`src/tkd_cfg.svh`:
```
`ifndef TKD_CFG_SVH
`define TKD_CFG_SVH

// ----------------------------------------------------------------------------
// address decode
// ----------------------------------------------------------------------------
`define TKD_KEYPAD_PAGE    8'hC0
`define TKD_DISPLAY_PAGE   8'hC1
`define TKD_PAGE_HI        15
`define TKD_PAGE_LO        8
`define TKD_DIG_HI         6
`define TKD_DIG_LO         4
`define TKD_SEG_HI         2
`define TKD_SEG_LO         0
`define TKD_DIG_FIRST      4'h1
`define TKD_DEC_HIGH_IN    1'b0
`define TKD_SEG_DATA_BIT   0
`define TKD_COL_NONE       3'h7

// ----------------------------------------------------------------------------
// reset values
// ----------------------------------------------------------------------------
`define TKD_SEG_RESET      8'hFF
`define TKD_DATA_IDLE      8'hFF
`define TKD_ROW_PAD        2'h3
`define TKD_COL_RESET      3'h7
`define TKD_ADDR_RESET     16'hFFFF

// ----------------------------------------------------------------------------
// timing
// ----------------------------------------------------------------------------
`define TKD_CLK_PERIOD_NS  4
`define TKD_PHI_PERIOD_NS  2000
`define TKD_PHI_GAP_NS     20
`define TKD_RST_PULSE_NS   20000
`define TKD_PHI_PERIOD_CYC (`TKD_PHI_PERIOD_NS / `TKD_CLK_PERIOD_NS)
`define TKD_PHI_HALF_CYC   (`TKD_PHI_PERIOD_CYC / 2)
`define TKD_PHI_GAP_CYC    ((`TKD_PHI_GAP_NS + `TKD_CLK_PERIOD_NS - 1) / `TKD_CLK_PERIOD_NS)
`define TKD_RST_PULSE_CYC  ((`TKD_RST_PULSE_NS + `TKD_CLK_PERIOD_NS - 1) / `TKD_CLK_PERIOD_NS)

`endif

```
`src/tkd_pkg.sv`:
```
package tkd_pkg;

  typedef struct packed {
    logic [15:0] addr;
    logic        rw;
    logic        valid_mem_addr;
    logic        ba;
  } tkd_cpu_bus_t;

  typedef logic [5:0][2:0] tkd_keymat_t;

  typedef logic [5:0][7:0] tkd_seg_bank_t;

  typedef enum logic [1:0] {
    RST_IDLE,
    RST_HOLD,
    RST_STRETCH
  } tkd_rst_state_t;

endpackage

```
`src/tkd_seg_latch.sv`:
```
`timescale 1ns/1ps
`default_nettype none

module tkd_seg_latch
  import tkd_pkg::*;
#(
  parameter int SEGS = 8
) (
  input  wire logic            clk_sys_i,
  input  wire logic            rst_i,
  input  wire logic            en_i,
  input  wire logic [2:0]      sel_i,
  input  wire logic            d_i,
  output logic      [SEGS-1:0] q_o
);

  `include "tkd_cfg.svh"

  initial begin
    if (SEGS < 1 || SEGS > 8) $error("SEGS must be 1..8");
  end

  logic [SEGS-1:0] q_r;
  logic [SEGS-1:0] q_nxt;

  // ---------------------------------------------------------------------------
  // addressable latch: bit picked by sel_i takes d_i on the clock edge while enabled, holds otherwise
  // ---------------------------------------------------------------------------
  for (genvar i = 0; i < SEGS; i++) begin : g_seg
    always_comb begin
      if (en_i && sel_i == 3'(i)) begin
        q_nxt[i] = d_i;
      end else begin
        q_nxt[i] = q_r[i];
      end
    end
  end

  always_ff @(posedge clk_sys_i or posedge rst_i) begin
    if (rst_i) begin
      q_r <= SEGS'(`TKD_SEG_RESET);
    end else begin
      q_r <= q_nxt;
    end
  end

  assign q_o = q_r;
endmodule

`default_nettype wire

```
`src/tkd_glue.sv`:
```
`timescale 1ns/1ps
`default_nettype none

module tkd_glue
  import tkd_pkg::*;
#(
  parameter int DIGITS        = 6,
  parameter int RST_PULSE_CYC = 5000
) (
  input  wire logic                clk_sys_i,
  input  wire logic                rst_i,
  input  wire tkd_cpu_bus_t        cpu_bus_i,
  input  wire logic                three_state_request_i,
  input  wire logic                reset_key_n_i,
  input  wire logic                terminal_dir_reverse_n_i,
  input  wire tkd_keymat_t         keys_closed_i,
  input  wire logic [7:0]          data_i,
  output logic      [7:0]          data_o,
  output logic                     data_oe_o,
  output logic                     phi1_o,
  output logic                     phi2_o,
  output logic                     cpu_reset_n_o,
  output logic      [15:0]         addr_buf_o,
  output logic                     addr_oe_o,
  output logic                     rw_buf_o,
  output logic                     rw_oe_o,
  output logic                     data_bus_drive_en_o,
  output logic                     data_bus_drive_en_oe_o,
  output logic                     qualified_mem_strobe_n_o,
  output logic                     qualified_mem_strobe_n_oe_o,
  output logic      [2:0]          key_col_o,
  output logic                     terminal_drive_out_o,
  output logic [DIGITS-1:0][7:0]   seg_n_o
);

  `include "tkd_cfg.svh"

  localparam int PHI_PERIOD = `TKD_PHI_PERIOD_CYC;
  localparam int PHI_HALF   = `TKD_PHI_HALF_CYC;
  localparam int PHI_GAP    = `TKD_PHI_GAP_CYC;

  initial begin
    if (DIGITS < 1 || DIGITS > 7) $error("DIGITS must be 1..7");
    if (RST_PULSE_CYC < 2) $error("RST_PULSE_CYC must be at least 2");
    if (PHI_GAP >= PHI_HALF) $error("phase gap must be below half period");
  end

  // ---------------------------------------------------------------------------
  // pin synchronisers
  // ---------------------------------------------------------------------------
  localparam int SW = $bits(tkd_cpu_bus_t) + 3 + $bits(tkd_keymat_t) + 1;

  logic [SW-1:0] sync1_r;
  logic [SW-1:0] sync2_r;
  tkd_cpu_bus_t  bus_s;
  tkd_keymat_t   keys_s;
  logic          tsc_s;
  logic          key_n_s;
  logic          rev_n_s;
  logic          d0_s;

  always_ff @(posedge clk_sys_i or posedge rst_i) begin
    if (rst_i) begin
      sync1_r <= '1;
      sync2_r <= '1;
    end else begin
      sync1_r <= {cpu_bus_i, three_state_request_i, reset_key_n_i,
                  terminal_dir_reverse_n_i, keys_closed_i,
                  data_i[`TKD_SEG_DATA_BIT]};
      sync2_r <= sync1_r;
    end
  end

  assign {bus_s, tsc_s, key_n_s, rev_n_s, keys_s, d0_s} = sync2_r;

  // ---------------------------------------------------------------------------
  // two-phase clock generator
  // ---------------------------------------------------------------------------
  logic [$clog2(PHI_PERIOD)-1:0] phi_cnt_r;
  logic [$clog2(PHI_PERIOD)-1:0] phi_cnt_nxt;
  logic                          phi1_r;
  logic                          phi1_nxt;
  logic                          phi2_r;
  logic                          phi2_nxt;

  always_comb begin
    if (int'(phi_cnt_r) == PHI_PERIOD - 1) begin
      phi_cnt_nxt = '0;
    end else begin
      phi_cnt_nxt = phi_cnt_r + 1'b1;
    end
    // dead band at the start of each half keeps the phases apart
    phi1_nxt = int'(phi_cnt_nxt) >= PHI_GAP && int'(phi_cnt_nxt) < PHI_HALF;
    phi2_nxt = int'(phi_cnt_nxt) >= PHI_HALF + PHI_GAP;
  end

  always_ff @(posedge clk_sys_i or posedge rst_i) begin
    if (rst_i) begin
      phi_cnt_r <= '0;
      phi1_r    <= 1'b0;
      phi2_r    <= 1'b0;
    end else begin
      phi_cnt_r <= phi_cnt_nxt;
      phi1_r    <= phi1_nxt;
      phi2_r    <= phi2_nxt;
    end
  end

  // ---------------------------------------------------------------------------
  // reset pulse shaper
  // ---------------------------------------------------------------------------
  tkd_rst_state_t      rst_st_r;
  tkd_rst_state_t      rst_st_nxt;
  logic [31:0]         rst_cnt_r;
  logic [31:0]         rst_cnt_nxt;

  // pulse lasts at least RST_PULSE_CYC however short the key press is
  always_comb begin
    rst_st_nxt  = rst_st_r;
    rst_cnt_nxt = rst_cnt_r;
    case (rst_st_r)
      RST_IDLE: begin
        if (!key_n_s) begin
          rst_st_nxt = RST_HOLD;
        end
      end
      RST_HOLD: begin
        rst_cnt_nxt = 32'(RST_PULSE_CYC - 1);
        if (key_n_s) begin
          rst_st_nxt = RST_STRETCH;
        end
      end
      RST_STRETCH: begin
        if (!key_n_s) begin
          rst_st_nxt = RST_HOLD;
        end else if (rst_cnt_r == '0) begin
          rst_st_nxt = RST_IDLE;
        end else begin
          rst_cnt_nxt = rst_cnt_r - 1'b1;
        end
      end
      default: begin
        rst_st_nxt = RST_IDLE;
      end
    endcase
  end

  always_ff @(posedge clk_sys_i or posedge rst_i) begin
    if (rst_i) begin
      rst_st_r  <= RST_HOLD;
      rst_cnt_r <= '0;
    end else begin
      rst_st_r  <= rst_st_nxt;
      rst_cnt_r <= rst_cnt_nxt;
    end
  end

  // ---------------------------------------------------------------------------
  // bus buffers and qualified strobe
  // ---------------------------------------------------------------------------
  logic        float_nxt;
  logic        float_r;
  logic        strobe_n_nxt;
  logic        strobe_n_r;
  logic [15:0] addr_r;
  logic        rw_r;

  always_comb begin
    float_nxt    = tsc_s || bus_s.ba;
    strobe_n_nxt = !(bus_s.valid_mem_addr && phi2_r);
  end

  always_ff @(posedge clk_sys_i or posedge rst_i) begin
    if (rst_i) begin
      float_r    <= 1'b1;
      strobe_n_r <= 1'b1;
      addr_r     <= `TKD_ADDR_RESET;
      rw_r       <= 1'b1;
    end else begin
      float_r    <= float_nxt;
      strobe_n_r <= strobe_n_nxt;
      addr_r     <= bus_s.addr;
      rw_r       <= bus_s.rw;
    end
  end

  // ---------------------------------------------------------------------------
  // keypad and display decode
  // ---------------------------------------------------------------------------
  logic [7:0]        page;
  logic              kp_sel;
  logic              disp_sel;
  logic [3:0]        dig_code;
  logic [2:0]        col;
  logic [5:0]        row_n;
  logic [DIGITS-1:0] dig_en;
  logic [7:0]        data_nxt;
  logic [7:0]        data_r;
  logic              data_oe_r;
  logic [2:0]        col_r;

  assign page     = addr_r[`TKD_PAGE_HI:`TKD_PAGE_LO];
  assign col      = addr_r[`TKD_SEG_HI:`TKD_SEG_LO];
  assign kp_sel   = page == `TKD_KEYPAD_PAGE && !strobe_n_r;
  assign disp_sel = page == `TKD_DISPLAY_PAGE && !strobe_n_r;
  assign dig_code = {`TKD_DEC_HIGH_IN, addr_r[`TKD_DIG_HI:`TKD_DIG_LO]};

  // row r, column c: key closes when column c line is low
  for (genvar r = 0; r < 6; r++) begin : g_row
    assign row_n[r] = !(|(keys_s[r] & ~col));
  end

  // digit index 0 is rightmost, reached by code 1
  for (genvar g = 0; g < DIGITS; g++) begin : g_dig
    assign dig_en[g] = disp_sel && dig_code == `TKD_DIG_FIRST + 4'(g);

    tkd_seg_latch #(
      .SEGS(8)
    ) u_latch (
      .clk_sys_i(clk_sys_i),
      .rst_i    (rst_i),
      .en_i     (dig_en[g]),
      .sel_i    (col),
      .d_i      (!d0_s),
      .q_o      (seg_n_o[g])
    );
  end

  always_comb begin
    if (kp_sel) begin
      data_nxt = {`TKD_ROW_PAD, row_n};
    end else begin
      data_nxt = `TKD_DATA_IDLE;
    end
  end

  always_ff @(posedge clk_sys_i or posedge rst_i) begin
    if (rst_i) begin
      data_r    <= `TKD_DATA_IDLE;
      data_oe_r <= 1'b0;
      col_r     <= `TKD_COL_RESET;
    end else begin
      data_r    <= data_nxt;
      data_oe_r <= kp_sel;
      col_r     <= col;
    end
  end

  // ---------------------------------------------------------------------------
  // outputs
  // ---------------------------------------------------------------------------
  assign data_o                      = data_r;
  assign data_oe_o                   = data_oe_r;
  assign phi1_o                      = phi1_r;
  assign phi2_o                      = phi2_r;
  assign data_bus_drive_en_o         = phi2_r;
  assign cpu_reset_n_o               = rst_st_r == RST_IDLE;
  assign addr_buf_o                  = addr_r;
  assign rw_buf_o                    = rw_r;
  assign qualified_mem_strobe_n_o    = strobe_n_r;
  // pulls outside set the floated levels, so only enables drop here
  assign addr_oe_o                   = !float_r;
  assign rw_oe_o                     = !float_r;
  assign data_bus_drive_en_oe_o      = !float_r;
  assign qualified_mem_strobe_n_oe_o = !float_r;
  assign key_col_o                   = col_r;
  assign terminal_drive_out_o        = rev_n_s;
endmodule

`default_nettype wire

```
`config.mk`:
```
export PLATFORM = sky130hd
export DESIGN_NAME = tkd_glue
export DESIGN_NICKNAME = d
export VERILOG_FILES = /design/src/tkd_pkg.sv /design/src/tkd_seg_latch.sv /design/src/tkd_glue.sv
export VERILOG_INCLUDE_DIRS = /design/src
export SDC_FILE = /design/constraint.sdc
export NUM_CORES = 1
export LEC_CHECK = 0
export ABC_AREA = 0
export BUFFER_PORTS_ARGS = -buffer_cell sky130_fd_sc_hd__buf_4
export CELL_PAD_IN_SITES_DETAIL_PLACEMENT = 0
export CELL_PAD_IN_SITES_GLOBAL_PLACEMENT = 2
export CORE_MARGIN = 2
export CORE_UTILIZATION = 34
export DETAILED_ROUTE_END_ITERATION = 8
export GPL_ROUTABILITY_DRIVEN = 0
export PLACE_DENSITY = 0.83
export SLEW_MARGIN = 20
export SYNTH_ARGS = -nofsm -noshare
export SYNTH_HDL_FRONTEND = slang
export SYNTH_SLANG_ARGS = --single-unit
```
`constraint.sdc`:
```
create_clock -name clk_sys_i -period 6.7 [get_ports clk_sys_i]
set_input_delay 1.005 -clock clk_sys_i [delete_from_list [all_inputs] [get_ports clk_sys_i]]
set_output_delay 1.005 -clock clk_sys_i [all_outputs]
set_load 0.05 [all_outputs]
```
==> Yosys cells after proc, flatten, opt, wreduce, memory -nomap -nowiden <==
Index checks and enable logic that the tools add are counted.
{ "totals": {"in_bits": 50, "wordCells": 188, "ff_bits": 206} }
{ "op_classes": {"reduce_logical": 81, "bitwise": 7, "eq_ne": 23, "n_addsub": 2, "magnitude_cmp": 3, "mux": 10} }
{ "ops": {"columns": ["cell", "count"], "rows": [
  ["32-bit two-way mux", 2],
  ["32-bit case mux with 2 select lines", 1],
  ["1-bit logical AND", 58],
  ["32-bit zero test", 1],
  ["32-bit by 1-bit subtractor with 32-bit output (second input constant)", 1],
  ["3-bit equality test (second input constant)", 7],
  ["3-bit AND", 6],
  ["3-bit OR reduction", 6],
  ["8-bit equality test (second input constant)", 2],
  ["3-bit by 2-bit equality test with 1-bit output (second input constant)", 4],
  ["1-bit zero test", 10],
  ["9-bit by 1-bit adder with 9-bit output (second input constant)", 1],
  ["9-bit by 5-bit equality test with 1-bit output (second input constant)", 1],
  ["9-bit by 3-bit greater-or-equal comparator with 1-bit output (second input constant)", 1],
  ["9-bit by 8-bit greater-or-equal comparator with 1-bit output (second input constant)", 1],
  ["9-bit by 8-bit less-than comparator with 1-bit output (second input constant)", 1],
  ["9-bit two-way mux", 1],
  ["2-bit two-way mux", 4],
  ["2-bit != test (second input constant)", 4],
  ["3-bit by 1-bit equality test with 1-bit output (second input constant)", 2],
  ["6-bit two-way mux", 1],
  ["2-bit case mux with 3 select lines", 1],
  ["3-bit AND reduction", 2],
  ["3-bit zero test", 1],
  ["7 further kinds", 7]
]} }

==> Logic depth before layout (Yosys ltp) <==
{ "depth": {"word_depth": 5, "mapped_depth": 8} }

==> Modules after synthesis <==
From an unflattened synthesis, not the netlist that was laid out.
{ "hier_totals": {"cells_unflattened": 581, "area_unflattened_um2": 8157.8} }
{ "by_module_without_submodules": {"columns": ["mod", "cells_each", "n_inst", "seq_area_each_um2", "area_per_inst_um2"], "rows": [
  ["tkd_glue", 431, 1, 4042.6, 5755.5],
  ["tkd_seg_latch", 25, 6, 210.2, 400.4]
]} }

==> Least setup slack after synthesis <==
No wires, ideal clock.
{ "synth_timing": {"path_type": "register to register", "start": "register addr_r[14], in the netlist addr_buf_o[14]", "end": "register g_dig[4].u_latch.q_r[2]", "path_slack_ns": 4.334, "t_required_ns": 6.609, "n_path_buf": 2, "period_less_slack_ns": 2.366, "path_stages_with_launch": 8, "arrival_time_ns": 2.275, "path_cell_list": "dfstp_2 > nor4bb_1 > nand4_1 > or3b_2 > clkbuf_1 > clkbuf_1 > o21ai_0 > o31ai_1"} }
{ "synth_via": {"elab_chain_len": 4} }
{ "synth_lines": {"columns": ["item", "line_no", "source"], "rows": [
  ["start: declaration", "tkd_glue.sv:165", "logic [15:0] addr_r;"],
  ["start signal: assignment", "tkd_glue.sv:177", "addr_r <= `TKD_ADDR_RESET;"],
  ["start signal: assignment", "tkd_glue.sv:182", "addr_r <= bus_s.addr;"],
  ["8-bit equality test (no source line)", null, null],
  ["1-bit logical AND", "tkd_glue.sv:205", "assign disp_sel = page == `TKD_DISPLAY_PAGE && !strobe_n_r;"],
  ["1-bit logical AND", "tkd_glue.sv:215", "assign dig_en[g] = disp_sel && dig_code == `TKD_DIG_FIRST + 4'(g);"],
  ["1-bit logical AND", "tkd_seg_latch.sv:31", "if (en_i && sel_i == 3'(i)) begin"],
  ["end signal: assignment", "tkd_seg_latch.sv:41", "q_r <= SEGS'(`TKD_SEG_RESET);"],
  ["end signal: assignment", "tkd_seg_latch.sv:43", "q_r <= q_nxt;"],
  ["end: declaration", "tkd_seg_latch.sv:23", "logic [SEGS-1:0] q_r;"]
]} }
No other way between the ends.
A chain may end at the register's enable or synchronous reset.

==> Worst setup path in the final report <==
{ "layout_timing": {"start": "register rst_cnt_r[4]", "end": "register rst_cnt_r[10]"} }
{ "layout_via": {"elab_chain_len": 4, "elab_cells_between_ends": 7, "classes_between": "add/sub: 1; eq/ne: 1; mux: 3; reduce/logical: 2"} }
{ "layout_lines": {"columns": ["item", "line_no", "source"], "rows": [
  ["start: declaration", "tkd_glue.sv:114", "logic [31:0] rst_cnt_r;"],
  ["start signal: assignment", "tkd_glue.sv:154", "rst_cnt_r <= rst_cnt_nxt;"],
  ["32-bit by 1-bit subtractor with 32-bit output", "tkd_glue.sv:139", "rst_cnt_nxt = rst_cnt_r - 1'b1;"],
  ["32-bit two-way mux", "tkd_glue.sv:136", "end else if (rst_cnt_r == '0) begin"],
  ["32-bit two-way mux", "tkd_glue.sv:134", "if (!key_n_s) begin"],
  ["32-bit case mux with 2 select lines", "tkd_glue.sv:121", "case (rst_st_r)"]
]} }
Several ways; a longest one is shown, not always the timed one. The select of a mux whose other input is x is not followed.

==> reports/qor.txt <==
========================================================================================
Outcome                                                                        completed
Total number of vias                                                                4933
Crit-path max cell delay                                                         0.74 ns
Mean routed wirelength per cell                                                  16.3 um
Slack of the critical path                                                       3.85 ns
Critical path cell sequence                                                 nor4_1 > nand3_1 > o31ai_4 > or4_1 > mux2i_1
Peak clock frequency supported by timing                                       0.351 GHz
Antenna Cells                                                                          0
Adder and majority cell fraction of the synthesized area                         0.00492
Relative slew margins                                                              0.302
Required arrival time at the worst endpoint                                      7.12 ns
Slew of the pin with the lowest slew margin                                      1.04 ns
Clock-pin slew on the worst setup and hold paths                                 0.06 ns
Commonest non-fill, non-tap cell in the layout                                   dfstp_2
Total wire length                                                               16300 um
Flop2flop setup slack                                                            3.85 ns
Remaining routing DRC violations                                                       0
Proportion of power drawn by combinational gates                                   0.043
EDFF count, synth                                                                      0
Synth Area in Simple Gates                                                         0.108
Placeable core region                                                       0.0219 sq mm
Total number of yosys warnings                                                         0
Startpoint kind of the worst setup timing path                                      flop
Final setup violation count                                                            0
Total routing resource utilization after global routing                            0.138
DRT iter0 DRCs                                                                       203
Detail-routed via count per cell                                                    4.95
Worst setup slack after placement                                                3.78 ns
Number of hold-slack violations in the final timing report                             0
Later-pin clock latency in the skew report                                       0.50 ns
Max Root-Sink Buffers                                                                  3
Initial Util                                                                       0.348
Number of buffers added for setup after CTS                                            0
Switching power as a share of total power                                          0.215
Unrepaired setup endpoints after global routing                                    false
Switching power of the nets                                                     0.576 mW
Maximum capacitance violations                                                         0
Type of element capturing the critical path                                         flop
Async set or reset register ratio after synthesis                                   1.00
CTS tree                                                                           built
Register bit count reported by yosys                                                 204
Clock share of power                                                               0.466
Highest-count cells in the layout ignoring fill and taps                    dfstp_2 (159), buf_4 (128), o21ai_0 (61)
Length of the first detailed-routing pass in iterations                                4
Cell Area, Synth                                                            0.00762 sq mm
Setup TNS after final layout                                                        0 ns
Slowest CP cell                                                                   nor4_1
Leakage dissipation                                                              4.00 nW
Total congestion overflow after global routing                                         0
Length in cells of the worst reg-to-reg path                                           5
Inserted Clock Buffers                                                                23
Net count, final                                                                     752
Vias in the first global route                                                      5002
Part of the Yosys area used for sequential elements                                0.696
Number of cells on the critical path                                                   5
Layout cell share with drive strength beyond 1                                     0.475
Total of cells resized after clock tree synthesis                                      0
Final slew viol count                                                                  0
Top Ports                                                                            137
Layout Cell Area excl Fill                                                  0.00954 sq mm
Multiplexer fraction of the synthesized cell area                                 0.0223
Number of H-tree levels                                                                1
Data arrival time of the worst path                                              3.27 ns
Share of power burned in registers                                                 0.491
Gate count after technology mapping                                                  585
Post-route clock skew                                                         0.00959 ns
Power density cells                                                          281 mW/mm^2
Horizontal die dimension                                                          154 um
Netlist cell types                                                                    56
Total of hold buffers inserted after clock tree synthesis                              0
Dominant combinational cell family by area after synthesis                  compound AO/OA/AOI/OAI gates
Commonest register cell after synthesis                                          dfstp_2
Count of clock tree sinks                                                            204
Wire length of the first global-routing pass                                    26800 um
Power Total                                                                      2.68 mW
Die Height                                                                        154 um
Synth-to-Final Area Change                                                         25.2%
Remaining antenna violation count after routing                                        0
Compound-cell area share of the yosys netlist                                      0.130
Row count                                                                             54
Fin crit share                                                                     0.425
Category of cells accounting for the largest share of critical-path delay   simple AND/OR/NAND/NOR gates
Largest vdd supply drop                                                         0.165 mV
Count of buffers from port buffering                                                 127
Area of the die                                                             0.0236 sq mm
WS Path Type                                                                     reg2reg
Root buffer selected by CTS                                                    clkbuf_16
End of the worst register-to-register path                                  rst_cnt_r[10]$_DFFE_PP0P_
Post-Synthesis Mean Instance Area                                             13.0 sq um
Worst min-delay path category                                                    reg2reg
Final period demand of the worst path                                            2.85 ns
Worst-path fanout max                                                                 15
Total cell area at the placement stage                                      0.00877 sq mm
Xor and xnor area share after synthesis                                          0.00345
Internal power                                                                   2.10 mW
HP Start                                                                    sync2_r[24]$_DFF_PP1_
Startpoint of the most critical setup path                                  rst_cnt_r[4]$_DFFE_PP0P_
Initial antenna violation count                                                        0
Buffers plus inverters on the worst setup path                                         0
Pin count of the biggest net entering global routing                                 141
Final Util                                                                         0.436
Startpoint of the worst register-to-register path                           rst_cnt_r[4]$_DFFE_PP0P_
Detailed placement HPWL                                                         10800 um
End point of the critical path                                              rst_cnt_r[10]$_DFFE_PP0P_
========================================================================================
[sequential cells by signal, indices dropped and copies added, names as in the netlist, 3 cells and up]
signal / count
g_dig.u_latch.q_o: 48
sync1_r: 41
sync2_r: 41
rst_cnt_r: 32
addr_buf_o: 16
phi_cnt_r: 9
data_o: 6
key_col_o: 3
[cells in the mapped netlist (3+ instances only)]
library cell  instances  share of area
a21oi_1               8         0.0053
a31oi_1               3         0.0025
and3_1                4         0.0033
buf_2                 3         0.0020
buf_4                 6         0.0059
clkbuf_1             29          0.014
dfrtp_1              45           0.15
dfstp_2             159           0.55
ha_1                  3         0.0049
inv_1                21          0.010
mux2i_1              17          0.022
nand2_1              30          0.015
nand2b_1              4         0.0033
nand3_1              13         0.0085
nand3b_1              7         0.0069
nand4_1               8         0.0066
nor2_1               14         0.0069
nor2b_1               7         0.0057
nor3_1               12         0.0079
nor4_1               13          0.011
nor4b_1               3         0.0034
o211ai_1              5         0.0049
o21ai_0              61          0.040
o22ai_1               7         0.0057
o31ai_1              50          0.049
o41ai_1               4         0.0046
or3_1                 6         0.0049
or3b_2                6         0.0069
or4_1                 4         0.0039
[worst min-delay path by stage]
stage / end / slack (ns) / cells past startpoint
floorplan: addr_buf_o[0]$_DFF_PP1_ / 0.35 / 0
global placement: addr_buf_o[7]$_DFF_PP1_ / 0.35 / 0
detailed placement: addr_buf_o[4]$_DFF_PP1_ / 0.35 / 0
CTS: rw_buf_o$_DFF_PP1_ / 0.35 / 0
global route: sync2_r[20]$_DFF_PP1_ / 0.35 / 0
finish: rw_buf_o$_DFF_PP1_ / 0.35 / 0
[through the flow]
step | cells | hold WS (ns)
after floorplan | 586 | 0.345
after global placement | 954 | 0.345
after detailed placement | 954 | 0.347
after CTS | 996 | 0.349
after global routing | 996 | 0.353
final | 996 | 0.348
[layout make-up]
type	count	area, sq um
Clock buffer	32	671
Timing Repair Buffer	128	961
Multi-Input combinational cell	321	2070
Clock inverter	10	104
Tap cell	280	350
Inverter	21	86.3
Sequential cell	204	5300
Fill cell	2030	12300
[power groups by stage]
| stage | sequential [mW] | combinational, mW | clock, mW |
|---|---|---|---|
| 2_1_floorplan | 1.35 | 0.0551 | 0 |
| 3_5_place_dp | 1.33 | 0.118 | 0 |
| 3_3_place_gp | 1.33 | 0.116 | 0 |
| 4_1_cts | 1.32 | 0.118 | 1.30 |
| 6_report | 1.31 | 0.116 | 1.25 |
| 5_1_grt | 1.32 | 0.126 | 1.35 |
[cells by family (layout without fill, tap and decap cells)]
| kind of cell | Yosys count | after routing |
|---|---|---|
| flip-flops | 204 | 204 |
| AO/OA/AOI/OAI | 153 | 153 |
| multiplexers | 17 | 17 |
| XOR/XNOR | 3 | 3 |
| other | 1 | 2 |
| adder cells (fa/ha/maj) | 3 | 3 |
| buffers and inverters | 61 | 191 |
| AND/OR/NAND/NOR | 143 | 143 |
[routing by layer]
| layer | routed length (um) | vias up | GRT usage |
|---|---|---|---|
| met2 | 8110 | 120 | 0.235 |
| met4 | 251 | 0 | 0.0376 |
| met1 | 6990 | 2439 | 0.179 |
| met3 | 910 | 21 | 0.0310 |
| met5 | 0 | - | 0 |
| li1 | - | 2353 | - |
(Power assumes the default switching activity.)
